File: src/tcr_pkg.sv
package tcr_pkg;
    // clock rate and timing figures
    localparam int unsigned CLK_MHZ = 125;
    localparam int unsigned TCONV_US = 750000;
    localparam int unsigned TCONV_CYC = TCONV_US * CLK_MHZ;
    localparam int unsigned TWR_US = 10000;
    localparam int unsigned TWR_CYC = TWR_US * CLK_MHZ;
    localparam int unsigned SPU_MAX_US = 10;
    localparam int unsigned SPU_MAX_CYC = SPU_MAX_US * CLK_MHZ;
    localparam int unsigned CNT_W = 32;

    // link command codes
    localparam logic [7:0] CMD_CONVERT = 8'h44;
    localparam logic [7:0] CMD_COPY = 8'h48;

    // resolution field codes and reset values
    localparam logic [1:0] RES_9 = 2'h0;
    localparam logic [1:0] RES_12 = 2'h3;
    localparam logic [1:0] RES_RST = RES_12;
    localparam logic [7:0] TH_RST = 8'h7f;
    localparam logic [7:0] TL_RST = 8'h80;
    localparam logic [15:0] TEMP_RST = 16'h0550;
    localparam int unsigned SIGN_BIT = 11;

    // register byte offsets
    localparam logic [4:0] OFS_CTRL = 5'h00;
    localparam logic [4:0] OFS_CFG = 5'h04;
    localparam logic [4:0] OFS_STAT = 5'h08;
    localparam logic [4:0] OFS_TEMP = 5'h0c;
    localparam logic [4:0] OFS_IRQ_STS = 5'h10;
    localparam logic [4:0] OFS_IRQ_MSK = 5'h14;
    localparam logic [4:0] OFS_NVCFG = 5'h18;

    // control bits
    localparam int unsigned CTRL_CONVERT = 0;
    localparam int unsigned CTRL_COPY = 1;
    localparam int unsigned CTRL_CFG_PUSH = 2;

    // config and nv-config fields
    localparam int unsigned CFG_RES_LSB = 0;
    localparam int unsigned CFG_TH_LSB = 8;
    localparam int unsigned CFG_TL_LSB = 16;

    // status bits
    localparam int unsigned STAT_BUSY = 0;
    localparam int unsigned STAT_SPU = 1;
    localparam int unsigned STAT_ALARM = 2;
    localparam int unsigned STAT_DEV_BUSY = 3;
    localparam int unsigned STAT_PWR_FAULT = 4;

    // interrupt bits
    localparam int unsigned IRQ_CONV_DONE = 0;
    localparam int unsigned IRQ_COPY_DONE = 1;
    localparam int unsigned IRQ_REFUSED = 2;
    localparam int unsigned IRQ_W = 3;

    typedef enum logic [1:0] {DEV_IDLE, DEV_CONV, DEV_COPY} tcr_dev_state_t;
    typedef enum logic [1:0] {MST_IDLE, MST_ARM, MST_HOLD} tcr_mst_state_t;
endpackage

File: src/tcr_link_if.sv
`timescale 1ns/10ps
interface tcr_link_if;
    logic cmd_valid;
    logic [7:0] cmd_code;
    logic cfg_wr;
    logic [1:0] cfg_res;
    logic [7:0] cfg_th;
    logic [7:0] cfg_tl;
    logic spu;
    logic busy;
    logic alarm;
    logic pwr_fault;
    logic [15:0] temp;
    logic [17:0] nv_cfg;

    modport dev (
        input cmd_valid, cmd_code, cfg_wr, cfg_res, cfg_th, cfg_tl, spu,
        output busy, alarm, pwr_fault, temp, nv_cfg
    );
    modport mst (
        output cmd_valid, cmd_code, cfg_wr, cfg_res, cfg_th, cfg_tl, spu,
        input busy, alarm, pwr_fault, temp, nv_cfg
    );
endinterface

File: src/tcr_bus_master_ctl.sv
// The address map and the Avalon-MM slave port were left to the implementer.
`timescale 1ns/10ps
module tcr_bus_master_ctl
(
    input wire logic i_clk_sys,
    input wire logic i_rst,
    input wire logic [4:0] i_avs_address,
    input wire logic i_avs_read,
    input wire logic i_avs_write,
    input wire logic [31:0] i_avs_writedata,
    input wire logic [3:0] i_avs_byteenable,
    output logic [31:0] o_avs_readdata,
    output logic o_avs_waitrequest,
    output logic o_irq,
    tcr_link_if.mst link
);
    import tcr_pkg::*;

    tcr_mst_state_t state_r, state_nxt;
    logic is_copy_r, is_copy_nxt;
    logic wait_r, wait_nxt;
    logic [31:0] rdata_r, rdata_nxt;
    logic [23:0] cfg_r, cfg_nxt;
    logic [IRQ_W-1:0] sts_r, sts_nxt;
    logic [IRQ_W-1:0] msk_r, msk_nxt;
    logic irq_r, irq_nxt;
    logic cmd_v_r, cmd_v_nxt;
    logic [7:0] cmd_r, cmd_nxt;
    logic cfg_wr_r, cfg_wr_nxt;
    logic spu_r, spu_nxt;
    logic [31:0] wmask;
    logic do_wr;
    logic [IRQ_W-1:0] ev;

    always_comb
    begin
        wmask = {{8{i_avs_byteenable[3]}}, {8{i_avs_byteenable[2]}},
            {8{i_avs_byteenable[1]}}, {8{i_avs_byteenable[0]}}};
        // transfer completes on the edge where waitrequest is low
        do_wr = i_avs_write && !wait_r;
        wait_nxt = 1'b1;
        if ((i_avs_read || i_avs_write) && wait_r)
        begin
            wait_nxt = 1'b0;
        end
        rdata_nxt = rdata_r;
        if ((i_avs_read) && wait_r)
        begin
            unique case (i_avs_address)
                OFS_CFG: rdata_nxt = {8'h00, cfg_r};
                OFS_STAT: rdata_nxt = {27'h0, link.pwr_fault, link.busy,
                    link.alarm, spu_r, state_r != MST_IDLE};
                OFS_TEMP: rdata_nxt = {16'h0000, link.temp};
                OFS_IRQ_STS: rdata_nxt = {29'h0, sts_r};
                OFS_IRQ_MSK: rdata_nxt = {29'h0, msk_r};
                // same field layout as the config register
                OFS_NVCFG: rdata_nxt = {8'h00, link.nv_cfg[7:0],
                    link.nv_cfg[15:8], 6'h00, link.nv_cfg[17:16]};
                default: rdata_nxt = 32'h0000_0000;
            endcase
        end
    end

    always_comb
    begin
        state_nxt = state_r;
        is_copy_nxt = is_copy_r;
        cfg_nxt = cfg_r;
        msk_nxt = msk_r;
        cmd_v_nxt = 1'b0;
        cmd_nxt = cmd_r;
        cfg_wr_nxt = 1'b0;
        spu_nxt = spu_r;
        ev = '0;
        if (do_wr && i_avs_address == OFS_CFG)
        begin
            cfg_nxt = (cfg_r & ~wmask[23:0]) | (i_avs_writedata[23:0]
                & wmask[23:0]);
        end
        if (do_wr && i_avs_address == OFS_IRQ_MSK)
        begin
            msk_nxt = (msk_r & ~wmask[IRQ_W-1:0])
                | (i_avs_writedata[IRQ_W-1:0] & wmask[IRQ_W-1:0]);
        end
        unique case (state_r)
            MST_IDLE:
            begin
                if (do_wr && i_avs_address == OFS_CTRL
                    && i_avs_byteenable[0])
                begin
                    if (i_avs_writedata[CTRL_CONVERT]
                        || i_avs_writedata[CTRL_COPY])
                    begin
                        cmd_v_nxt = 1'b1;
                        is_copy_nxt = !i_avs_writedata[CTRL_CONVERT];
                        cmd_nxt = i_avs_writedata[CTRL_CONVERT]
                            ? CMD_CONVERT : CMD_COPY;
                        // pullup in the command's own cycle
                        spu_nxt = 1'b1;
                        state_nxt = MST_ARM;
                    end
                    else if (i_avs_writedata[CTRL_CFG_PUSH])
                    begin
                        cfg_wr_nxt = 1'b1;
                    end
                end
            end
            MST_ARM:
            begin
                if (do_wr && i_avs_address == OFS_CTRL)
                begin
                    ev[IRQ_REFUSED] = 1'b1;
                end
                if (link.busy)
                begin
                    state_nxt = MST_HOLD;
                end
            end
            MST_HOLD:
            begin
                if (do_wr && i_avs_address == OFS_CTRL)
                begin
                    ev[IRQ_REFUSED] = 1'b1;
                end
                if (!link.busy)
                begin
                    spu_nxt = 1'b0;
                    state_nxt = MST_IDLE;
                    ev[IRQ_CONV_DONE] = !is_copy_r;
                    ev[IRQ_COPY_DONE] = is_copy_r;
                end
            end
            default:
            begin
                state_nxt = MST_IDLE;
            end
        endcase
        // set wins over write-one-to-clear
        sts_nxt = sts_r;
        if (do_wr && i_avs_address == OFS_IRQ_STS)
        begin
            sts_nxt = sts_r & ~(i_avs_writedata[IRQ_W-1:0]
                & wmask[IRQ_W-1:0]);
        end
        sts_nxt = sts_nxt | ev;
        irq_nxt = |(sts_nxt & msk_nxt);
    end

    always_ff @(posedge i_clk_sys)
    begin
        if (i_rst)
        begin
            state_r <= MST_IDLE;
            is_copy_r <= 1'b0;
            wait_r <= 1'b1;
            rdata_r <= 32'h0000_0000;
            cfg_r <= {TL_RST, TH_RST, 6'h00, RES_RST};
            sts_r <= '0;
            msk_r <= '0;
            irq_r <= 1'b0;
            cmd_v_r <= 1'b0;
            cmd_r <= 8'h00;
            cfg_wr_r <= 1'b0;
            spu_r <= 1'b0;
        end
        else
        begin
            state_r <= state_nxt;
            is_copy_r <= is_copy_nxt;
            wait_r <= wait_nxt;
            rdata_r <= rdata_nxt;
            cfg_r <= cfg_nxt;
            sts_r <= sts_nxt;
            msk_r <= msk_nxt;
            irq_r <= irq_nxt;
            cmd_v_r <= cmd_v_nxt;
            cmd_r <= cmd_nxt;
            cfg_wr_r <= cfg_wr_nxt;
            spu_r <= spu_nxt;
        end
    end

    assign o_avs_readdata = rdata_r;
    assign o_avs_waitrequest = wait_r;
    assign o_irq = irq_r;
    assign link.cmd_valid = cmd_v_r;
    assign link.cmd_code = cmd_r;
    assign link.cfg_wr = cfg_wr_r;
    assign link.cfg_res = cfg_r[CFG_RES_LSB +: 2];
    assign link.cfg_th = cfg_r[CFG_TH_LSB +: 8];
    assign link.cfg_tl = cfg_r[CFG_TL_LSB +: 8];
    assign link.spu = spu_r;
endmodule

File: src/flat_wrapper.sv
// flat-port wrapper written by rule: the top's interface ports become plain ports
module tcr_bus_master_ctl_flat import tcr_pkg::*;
  (i_clk_sys, i_rst, i_avs_address, i_avs_read, i_avs_write, i_avs_writedata, i_avs_byteenable, o_avs_readdata, o_avs_waitrequest, o_irq, link_cmd_valid, link_cmd_code, link_cfg_wr, link_cfg_res, link_cfg_th, link_cfg_tl, link_spu, link_busy, link_alarm, link_pwr_fault, link_temp, link_nv_cfg);
  tcr_link_if link_i ();
  input wire logic i_clk_sys;
  input wire logic i_rst;
  input wire logic [4:0] i_avs_address;
  input wire logic i_avs_read;
  input wire logic i_avs_write;
  input wire logic [31:0] i_avs_writedata;
  input wire logic [3:0] i_avs_byteenable;
  output logic [31:0] o_avs_readdata;
  output logic o_avs_waitrequest;
  output logic o_irq;
  output wire logic [$bits(link_i.cmd_valid)-1:0] link_cmd_valid;
  output wire logic [$bits(link_i.cmd_code)-1:0] link_cmd_code;
  output wire logic [$bits(link_i.cfg_wr)-1:0] link_cfg_wr;
  output wire logic [$bits(link_i.cfg_res)-1:0] link_cfg_res;
  output wire logic [$bits(link_i.cfg_th)-1:0] link_cfg_th;
  output wire logic [$bits(link_i.cfg_tl)-1:0] link_cfg_tl;
  output wire logic [$bits(link_i.spu)-1:0] link_spu;
  input wire logic [$bits(link_i.busy)-1:0] link_busy;
  input wire logic [$bits(link_i.alarm)-1:0] link_alarm;
  input wire logic [$bits(link_i.pwr_fault)-1:0] link_pwr_fault;
  input wire logic [$bits(link_i.temp)-1:0] link_temp;
  input wire logic [$bits(link_i.nv_cfg)-1:0] link_nv_cfg;
  assign link_cmd_valid = link_i.cmd_valid;
  assign link_cmd_code = link_i.cmd_code;
  assign link_cfg_wr = link_i.cfg_wr;
  assign link_cfg_res = link_i.cfg_res;
  assign link_cfg_th = link_i.cfg_th;
  assign link_cfg_tl = link_i.cfg_tl;
  assign link_spu = link_i.spu;
  assign link_i.busy = link_busy;
  assign link_i.alarm = link_alarm;
  assign link_i.pwr_fault = link_pwr_fault;
  assign link_i.temp = link_temp;
  assign link_i.nv_cfg = link_nv_cfg;
  tcr_bus_master_ctl u_core (.i_clk_sys(i_clk_sys), .i_rst(i_rst), .i_avs_address(i_avs_address), .i_avs_read(i_avs_read), .i_avs_write(i_avs_write), .i_avs_writedata(i_avs_writedata), .i_avs_byteenable(i_avs_byteenable), .o_avs_readdata(o_avs_readdata), .o_avs_waitrequest(o_avs_waitrequest), .o_irq(o_irq), .link(link_i));
endmodule
File: config.mk
export PLATFORM = sky130hd
export DESIGN_NAME = tcr_bus_master_ctl_flat
export DESIGN_NICKNAME = d
export VERILOG_FILES = /design/src/tcr_pkg.sv /design/src/tcr_link_if.sv /design/src/tcr_bus_master_ctl.sv /design/src/flat_wrapper.sv
export SDC_FILE = /design/constraint.sdc
export NUM_CORES = 1
export LEC_CHECK = 0
export ABC_AREA = 1
export BUFFER_PORTS_ARGS = -buffer_cell sky130_fd_sc_hd__clkbuf_2
export CORE_MARGIN = 4
export CORE_UTILIZATION = 47
export DETAILED_ROUTE_END_ITERATION = 16
export PLACE_DENSITY = 0.86
export SLEW_MARGIN = 20
export SYNTH_ARGS = -nofsm -noshare
export SYNTH_HDL_FRONTEND = slang
export SYNTH_SLANG_ARGS = --single-unit
File: constraint.sdc
create_clock -name i_clk_sys -period 1.6 [get_ports i_clk_sys]
set_input_delay 0 -clock i_clk_sys [delete_from_list [all_inputs] [get_ports i_clk_sys]]
set_output_delay 0 -clock i_clk_sys [all_outputs]
set_load 0.02 [all_outputs]
==> impl_metrics.csv, run 1 <==
group,metric,value,unit
power_and_ir_drop,pwr_density_cell,910,nW/µm²
floorplanning,die-area,8370,µm²
logic_synthesis,ys_ff_latch,64,
logic_synthesis,yosysUniqueCellTypes,32,
placement,portBuffers,122,
drt,viasPerCell,4.97,
cells_and_area,syn_to_final_growth,32.2,%
drt,drt_iter0_drc,224,
timing,slew-limit-headroom,62.1,%
drt,via_count,3522,
timing,setup_ws,0.146,ns
cts,root_buffer,"clkbuf_8",
drt,wl_per_cell,13.9,µm
timing,tightest_slew,0.569,ns
floorplanning,io_pins,145,
power_and_ir_drop,p_leak,2.07,nW
cells_and_area,regArea,1280,µm²
power_and_ir_drop,total_power,3.94,mW
run_status,status,"completed",
placement,place_area,3760,µm²
floorplanning,core_area,6790,µm²
cells_and_area,nets,692,
drt,ant_nets,0,
timing,finalHoldViolations,0,
logic_synthesis,synth_area_per_cell,6.94,µm²
setup_path,crit_arrival,1.72,ns
timing,tns,0,ns
cts,cts_sinks,64,
global_route,antenna_found_initial,0,
drt,drc_errors,0,
cts,post_cts_resize_count,0,
global_route,grt_pass1_vias,3483,
setup_path,start_kind,"primary input",
logic_synthesis,synth_seq_area_share,39.1,%
timing,fmax,688,MHz
setup_path,critPathMaxFanout,3,
setup_path,cp_data_required_time,1.86,ns
cells_and_area,multi_input_area,1540,µm²
timing,rsz0062_at_grt,"false",
global_route,gr-usage-all-layers,23.3,%
cts,cts_made_buffers,9,
floorplanning,fp.dieW,91.5,µm
run,max-cap-violations,0,
placement,gp_congestion,0.861,
setup_path,rr_startpoint,"u_core.o_avs_waitrequest$_SDFF_PP1_",
cells_and_area,antennaDiodeCount,0,
cells_and_area,nFillCells,617,
logic_synthesis,yosys_warnings,0,
setup_path,r2r_slack,0.19,ns
placement,place_ws,0.227,ns
setup_path,cp-end-kind,"register",
cts,post_cts_buffers,0,
logic_synthesis,synthCells,472,
cts,htreeDepth,3,
cells_and_area,drive_gt1_share,26.8,%
floorplanning,die_h,91.5,µm
timing,slew_violations,0,
cts,insertion_delay,0.34,ns
setup_path,reg2reg_depth,6,
floorplanning,initial_utilization,48.2,%
global_route,grt_max_degree,33,
placement,hpwl,7050,µm
setup_path,worstSetupStartpoint,"i_avs_writedata[1]",
floorplanning,fp-row-count,30,
cts,clkTransAtPathRegs,0.08,ns
timing,fin_skew,0.00550,ns
power_and_ir_drop,ir_worst_vdd,551,µV
timing,fin_crit,1.45,ns
timing,setup_viol,0,
timing,finalCritPeriodShare,90.9,%
logic_synthesis,syn-cell-area,3280,µm²
worst_hold_path,min-delay-path-class,"primary input to register",
setup_path,cp-endpoint,"u_core.link.cfg_wr$_SDFF_PP0_",
global_route,grt_pass1_wl,15700,µm
setup_path,critPathKind,"primary input to register",
cts,clock_path_buffers,2,
drt,dr.pass1.iters,5,
cells_and_area,fin_area,4330,µm²
cts,cts_tree,"built",
drt,drt_wl_total,9810,µm
global_route,grt-ovfl-total,0,
-- metrics by stage --
step / hold slack, ns / instances / utilization [%]
after detailed placement: 0.202 / 659 / 55.3
final: 0.00491 / 708 / 63.8
after floorplan: 0.113 / 484 / -
after global routing: 0.0143 / 708 / 63.8
after CTS: 0.0000428 / 708 / 63.8
after global placement: 0.204 / 659 / 55.3
-- final cells by class --
class,count,area share [%]
inverters,41,3.61
flip-flops and latches,64,29.6
well taps,96,2.77
multi-input cells,329,35.5
clock inverters,7,2.74
clock buffers,9,2.86
repair buffers,162,22.9
-- worst min path at each step --
stage	to	slack, ns	start	cells after the start
global route	u_core.o_avs_readdata[1]$_SDFFE_PP0P_	0.01	link_nv_cfg[17]	5
global placement	register	0.20	i_avs_writedata[10]	3
finish	u_core.o_avs_readdata[13]$_SDFFE_PP0P_	0.005	link_nv_cfg[13]	5
detailed placement	register	0.20	i_avs_writedata[12]	3
CTS	register	0.00004	i_avs_writedata[0]	3
floorplan	register	0.11	i_avs_writedata[8]	2
-- cell usage in the layout, fill, tap and decap left out, drive strengths merged, types with 6 or more instances in the layout --
cell         Yosys  routed
nor2            25      25
nand3           40      40
conb             1      13
inv             41      42
a21oi           45      45
dfxtp           64      64
nand2          154     154
o21ai           30      30
clkbuf           8     131
nand4            6       6
buf             42       7
dlygate4sd3      0      33
-- routing by layer --
layer / vias to the layer above / track usage (%) / share of wire, %
li1: 1742 / - / -
met1: 1603 / 26.0 / 39
met2: 159 / 42.0 / 51
met3: 18 / 4.81 / 7.5
met4: 0 / 10.8 / 2.1
met5: - / 0 / 0
-- cell families (layout without fill, tap and decap cells) --
logic type | after synthesis | in the layout | share of synthesized area [%]
AND/OR/NAND/NOR | 229 | 229 | 30.9
buffers and inverters | 91 | 219 | 15.3
AO/OA/AOI/OAI | 84 | 84 | 13.4
flip-flops | 64 | 64 | 39.1
adder cells (fa/ha/maj) | 3 | 3 | 1.15
other | 1 | 13 | 0.114
-- power breakdown --
group | internal, mW | switching, mW | total, mW | leakage (nW)
Clock | 1.04 | 0.676 | 1.71 | 0.116
Combinational | 0.233 | 0.348 | 0.581 | 1.44
Sequential | 1.62 | 0.0216 | 1.65 | 0.517
-- Yosys cell counts, drive strengths merged --
master / n / share of area (%)
a21boi: 1 / 0.23
a21oi: 45 / 6.9
a31oi: 2 / 0.38
buf: 42 / 9.6
clkbuf: 8 / 0.92
conb: 1 / 0.11
dfxtp: 64 / 39
ha: 3 / 1.1
inv: 41 / 4.8
nand2: 154 / 18
nand3: 40 / 6.3
nand3b: 1 / 0.23
nand4: 6 / 1.1
nor2: 25 / 4.4
nor3: 2 / 0.31
o211ai: 3 / 0.69
o21a: 1 / 0.23
o21ai: 30 / 4.6
o21bai: 1 / 0.23
o22ai: 1 / 0.19
or2: 1 / 0.19
-- worst max-delay path, stage by stage --
cell and delay [ns]:
dlygate4sd3_1 0.53, clkbuf_2 0.13, or2_2 0.30, dlygate4sd3_1 0.57, nor3_1 0.19
-- what timing repair did --
item,CTS,global route
hold buffers,33,0
endpoints found under the setup margin,0,0
hold endpoints to repair,30,0
No activity file was read; power rests on OpenSTA's default activity.
==> run 2: changes to the inputs <==
--- a/config.mk
+++ b/config.mk
@@ -10,7 +10,9 @@
 export CORE_MARGIN = 4
 export CORE_UTILIZATION = 47
 export DETAILED_ROUTE_END_ITERATION = 16
+export GPL_TIMING_DRIVEN = 0
 export PLACE_DENSITY = 0.86
+export SKIP_LAST_GASP = 1
 export SLEW_MARGIN = 20
 export SYNTH_ARGS = -nofsm -noshare
 export SYNTH_HDL_FRONTEND = slang
==> run 2 against run 1 <==
Compared with the run above: global-route usage grew 2.1 points; clock power shrank 25%; core utilization grew 4.3 points; largest power group is now sequential cells.
==> impl_metrics.csv, run 2 (synthesis results as in run 1) <==
group,metric,value,unit
timing,finalCritPeriodShare,89.4,%
setup_path,max_stage_delay,0.56,ns
drt,wl_per_cell,14.1,µm
floorplanning,die-area,8370,µm²
cts,root_buffer,"clkbuf_8",
cells_and_area,regArea,1280,µm²
power_and_ir_drop,swShare,29.8,%
cts,insertion_delay,0.35,ns
timing,slew_violations,0,
cts,cts_tree,"built",
drt,via_count,3723,
placement,portBuffers,120,
setup_path,reg2reg_depth,7,
setup_path,cp_data_required_time,1.89,ns
drt,drt_iter0_drc,211,
setup_path,crit_arrival,1.72,ns
setup_path,start_kind,"primary input",
placement,placed_cells,700,
cells_and_area,multi_input_area,1540,µm²
power_and_ir_drop,p_int,2.50,mW
drt,dr.pass1.iters,5,
timing,rsz0062_at_grt,"false",
setup_path,critPathMaxFanout,10,
setup_path,rr_startpoint,"u_core.o_avs_waitrequest$_SDFF_PP1_",
drt,drt_wl_total,10600,µm
timing,tns,0,ns
drt,viasPerCell,4.92,
run_status,status,"completed",
timing,tightest_slew,0.531,ns
floorplanning,io_pins,145,
cells_and_area,nets,740,
cells_and_area,nFillCells,553,
setup_path,critPathKind,"primary input to register",
setup_path,worstSetupStartpoint,"i_avs_address[1]",
global_route,antenna_found_initial,0,
global_route,grt_pass1_wl,16800,µm
floorplanning,fp-row-count,30,
cells_and_area,final_cells,756,
drt,drc_errors,0,
run,max-cap-violations,0,
setup_path,cp-end-kind,"register",
cells_and_area,syn_to_final_growth,41.1,%
cts,cts_made_buffers,9,
cells_and_area,antennaDiodeCount,0,
cts,clock_path_buffers,2,
power_and_ir_drop,pwr-share-comb,17.8,%
cts,cts_sinks,64,
power_and_ir_drop,switchingPower,1.06,mW
drt,ant_nets,0,
worst_hold_path,worstHoldStart,"link_temp[14]",
power_and_ir_drop,pwr_density_cell,770,nW/µm²
timing,whs,0.000577,ns
floorplanning,initial_utilization,48.2,%
power_and_ir_drop,ir_worst_vdd,492,µV
floorplanning,fp.dieW,91.5,µm
cts,clkTransAtPathRegs,0.08,ns
global_route,grt_max_degree,13,
cells_and_area,layout_common_cells,"nand2_1, clkbuf_2, dfxtp_1, a21oi_1, nand3_1",
worst_hold_path,min-delay-path-class,"primary input to register",
timing,fmax,699,MHz
power_and_ir_drop,p_leak,2.26,nW
setup_path,cp-endpoint,"u_core.o_avs_readdata[13]$_SDFFE_PP0P_",
power_and_ir_drop,seqPwrFrac,46.2,%
cells_and_area,layout_commonest_cell,"nand2_1",
timing,slew-limit-headroom,64.6,%
timing,fin_skew,0.0112,ns
global_route,grt_pass1_vias,3700,
global_route,gr-usage-all-layers,25.4,%
cts,htreeDepth,3,
timing,setup_viol,0,
placement,hpwl,7530,µm
setup_path,crit_slowest_cell,"dlygate4sd3_1",
cells_and_area,drive_gt1_share,30.5,%
timing,finalHoldViolations,0,
power_and_ir_drop,p_clk_share,36.0,%
setup_path,r2r_slack,0.18,ns
floorplanning,die_h,91.5,µm
placement,gp_congestion,0.885,
power_and_ir_drop,total_power,3.56,mW
floorplanning,core_area,6790,µm²
global_route,grt-ovfl-total,0,
setup_path,path_cells,"clkbuf_2 > nor2_4 > nand2_2 > nor2_4 > buf_6 > nand2_1 > nand3_1 > dlygate4sd3_1 > nand2_1 > a21oi_1",
timing,fin_crit,1.43,ns
==> run 2: power groups by stage <==
stage / clock (mW) / combinational (mW) / sequential (mW)
after floorplan: 0 / 0.328 / 1.69
after global placement: 0 / 0.520 / 1.68
after detailed placement: 0 / 0.530 / 1.68
after CTS: 1.29 / 0.614 / 1.64
after global routing: 1.34 / 0.694 / 1.65
final: 1.28 / 0.634 / 1.64
==> run 2: worst min path at each step <==
| stage | cells after the start | end | slack [ns] |
|---|---|---|---|
| after detailed placement | 3 | register | 0.20 |
| after global placement | 3 | register | 0.21 |
| after global routing | 3 | register | 0.02 |
| final | 5 | u_core.o_avs_readdata[14]$_SDFFE_PP0P_ | 0.0006 |
| after CTS | 5 | u_core.o_avs_readdata[15]$_SDFFE_PP0P_ | 0.0003 |
| after floorplan | 2 | register | 0.11 |
==> run 2: metrics by stage <==
step	setup slack, ns	cell area, µm²	util [%]
6_report	0.169	4620	68.0
5_1_grt	0.0343	4620	68.0
4_1_cts	0.0996	4600	67.7
3_5_place_dp	0.00353	4040	59.5
3_3_place_gp	0.0511	4040	59.5
2_1_floorplan	0.176	3320	-
==> run 2: cell type report <==
cell class / instances / share of cell area, %
Multi-Input combinational cell: 329 / 33.4
Sequential cell: 64 / 27.7
Timing Repair Buffer: 161 / 21.7
Buffer: 49 / 7.36
Inverter: 41 / 3.38
Clock buffer: 10 / 2.98
Tap cell: 96 / 2.60
Clock inverter: 6 / 0.920
==> run 2: timing repair <==
action | 4_1_cts | 5_1_grt
gates resized for setup | 1 | 2
pin swaps | 0 | 2
hold buffers | 37 | 0
endpoints found under the setup margin | 1 | 9
buffers inserted | 0 | 4
endpoints found under the hold margin | 37 | 0
==> run 2: per-layer routing <==
metal	GRT usage (%)	wire length [µm]	vias to the layer above
met3	6.13	789	37
met4	11.8	372	0
met2	45.6	5400	174
met1	27.8	4060	1673
li1	-	-	1839
met5	0	0	-
==> run 2: critical path: cells and delay by family <==
kind / cells / cell delay [ns]
AO/OA/AOI/OAI: 1 / 0.11
AND/OR/NAND/NOR: 6 / 0.77
buffers and inverters: 3 / 0.84
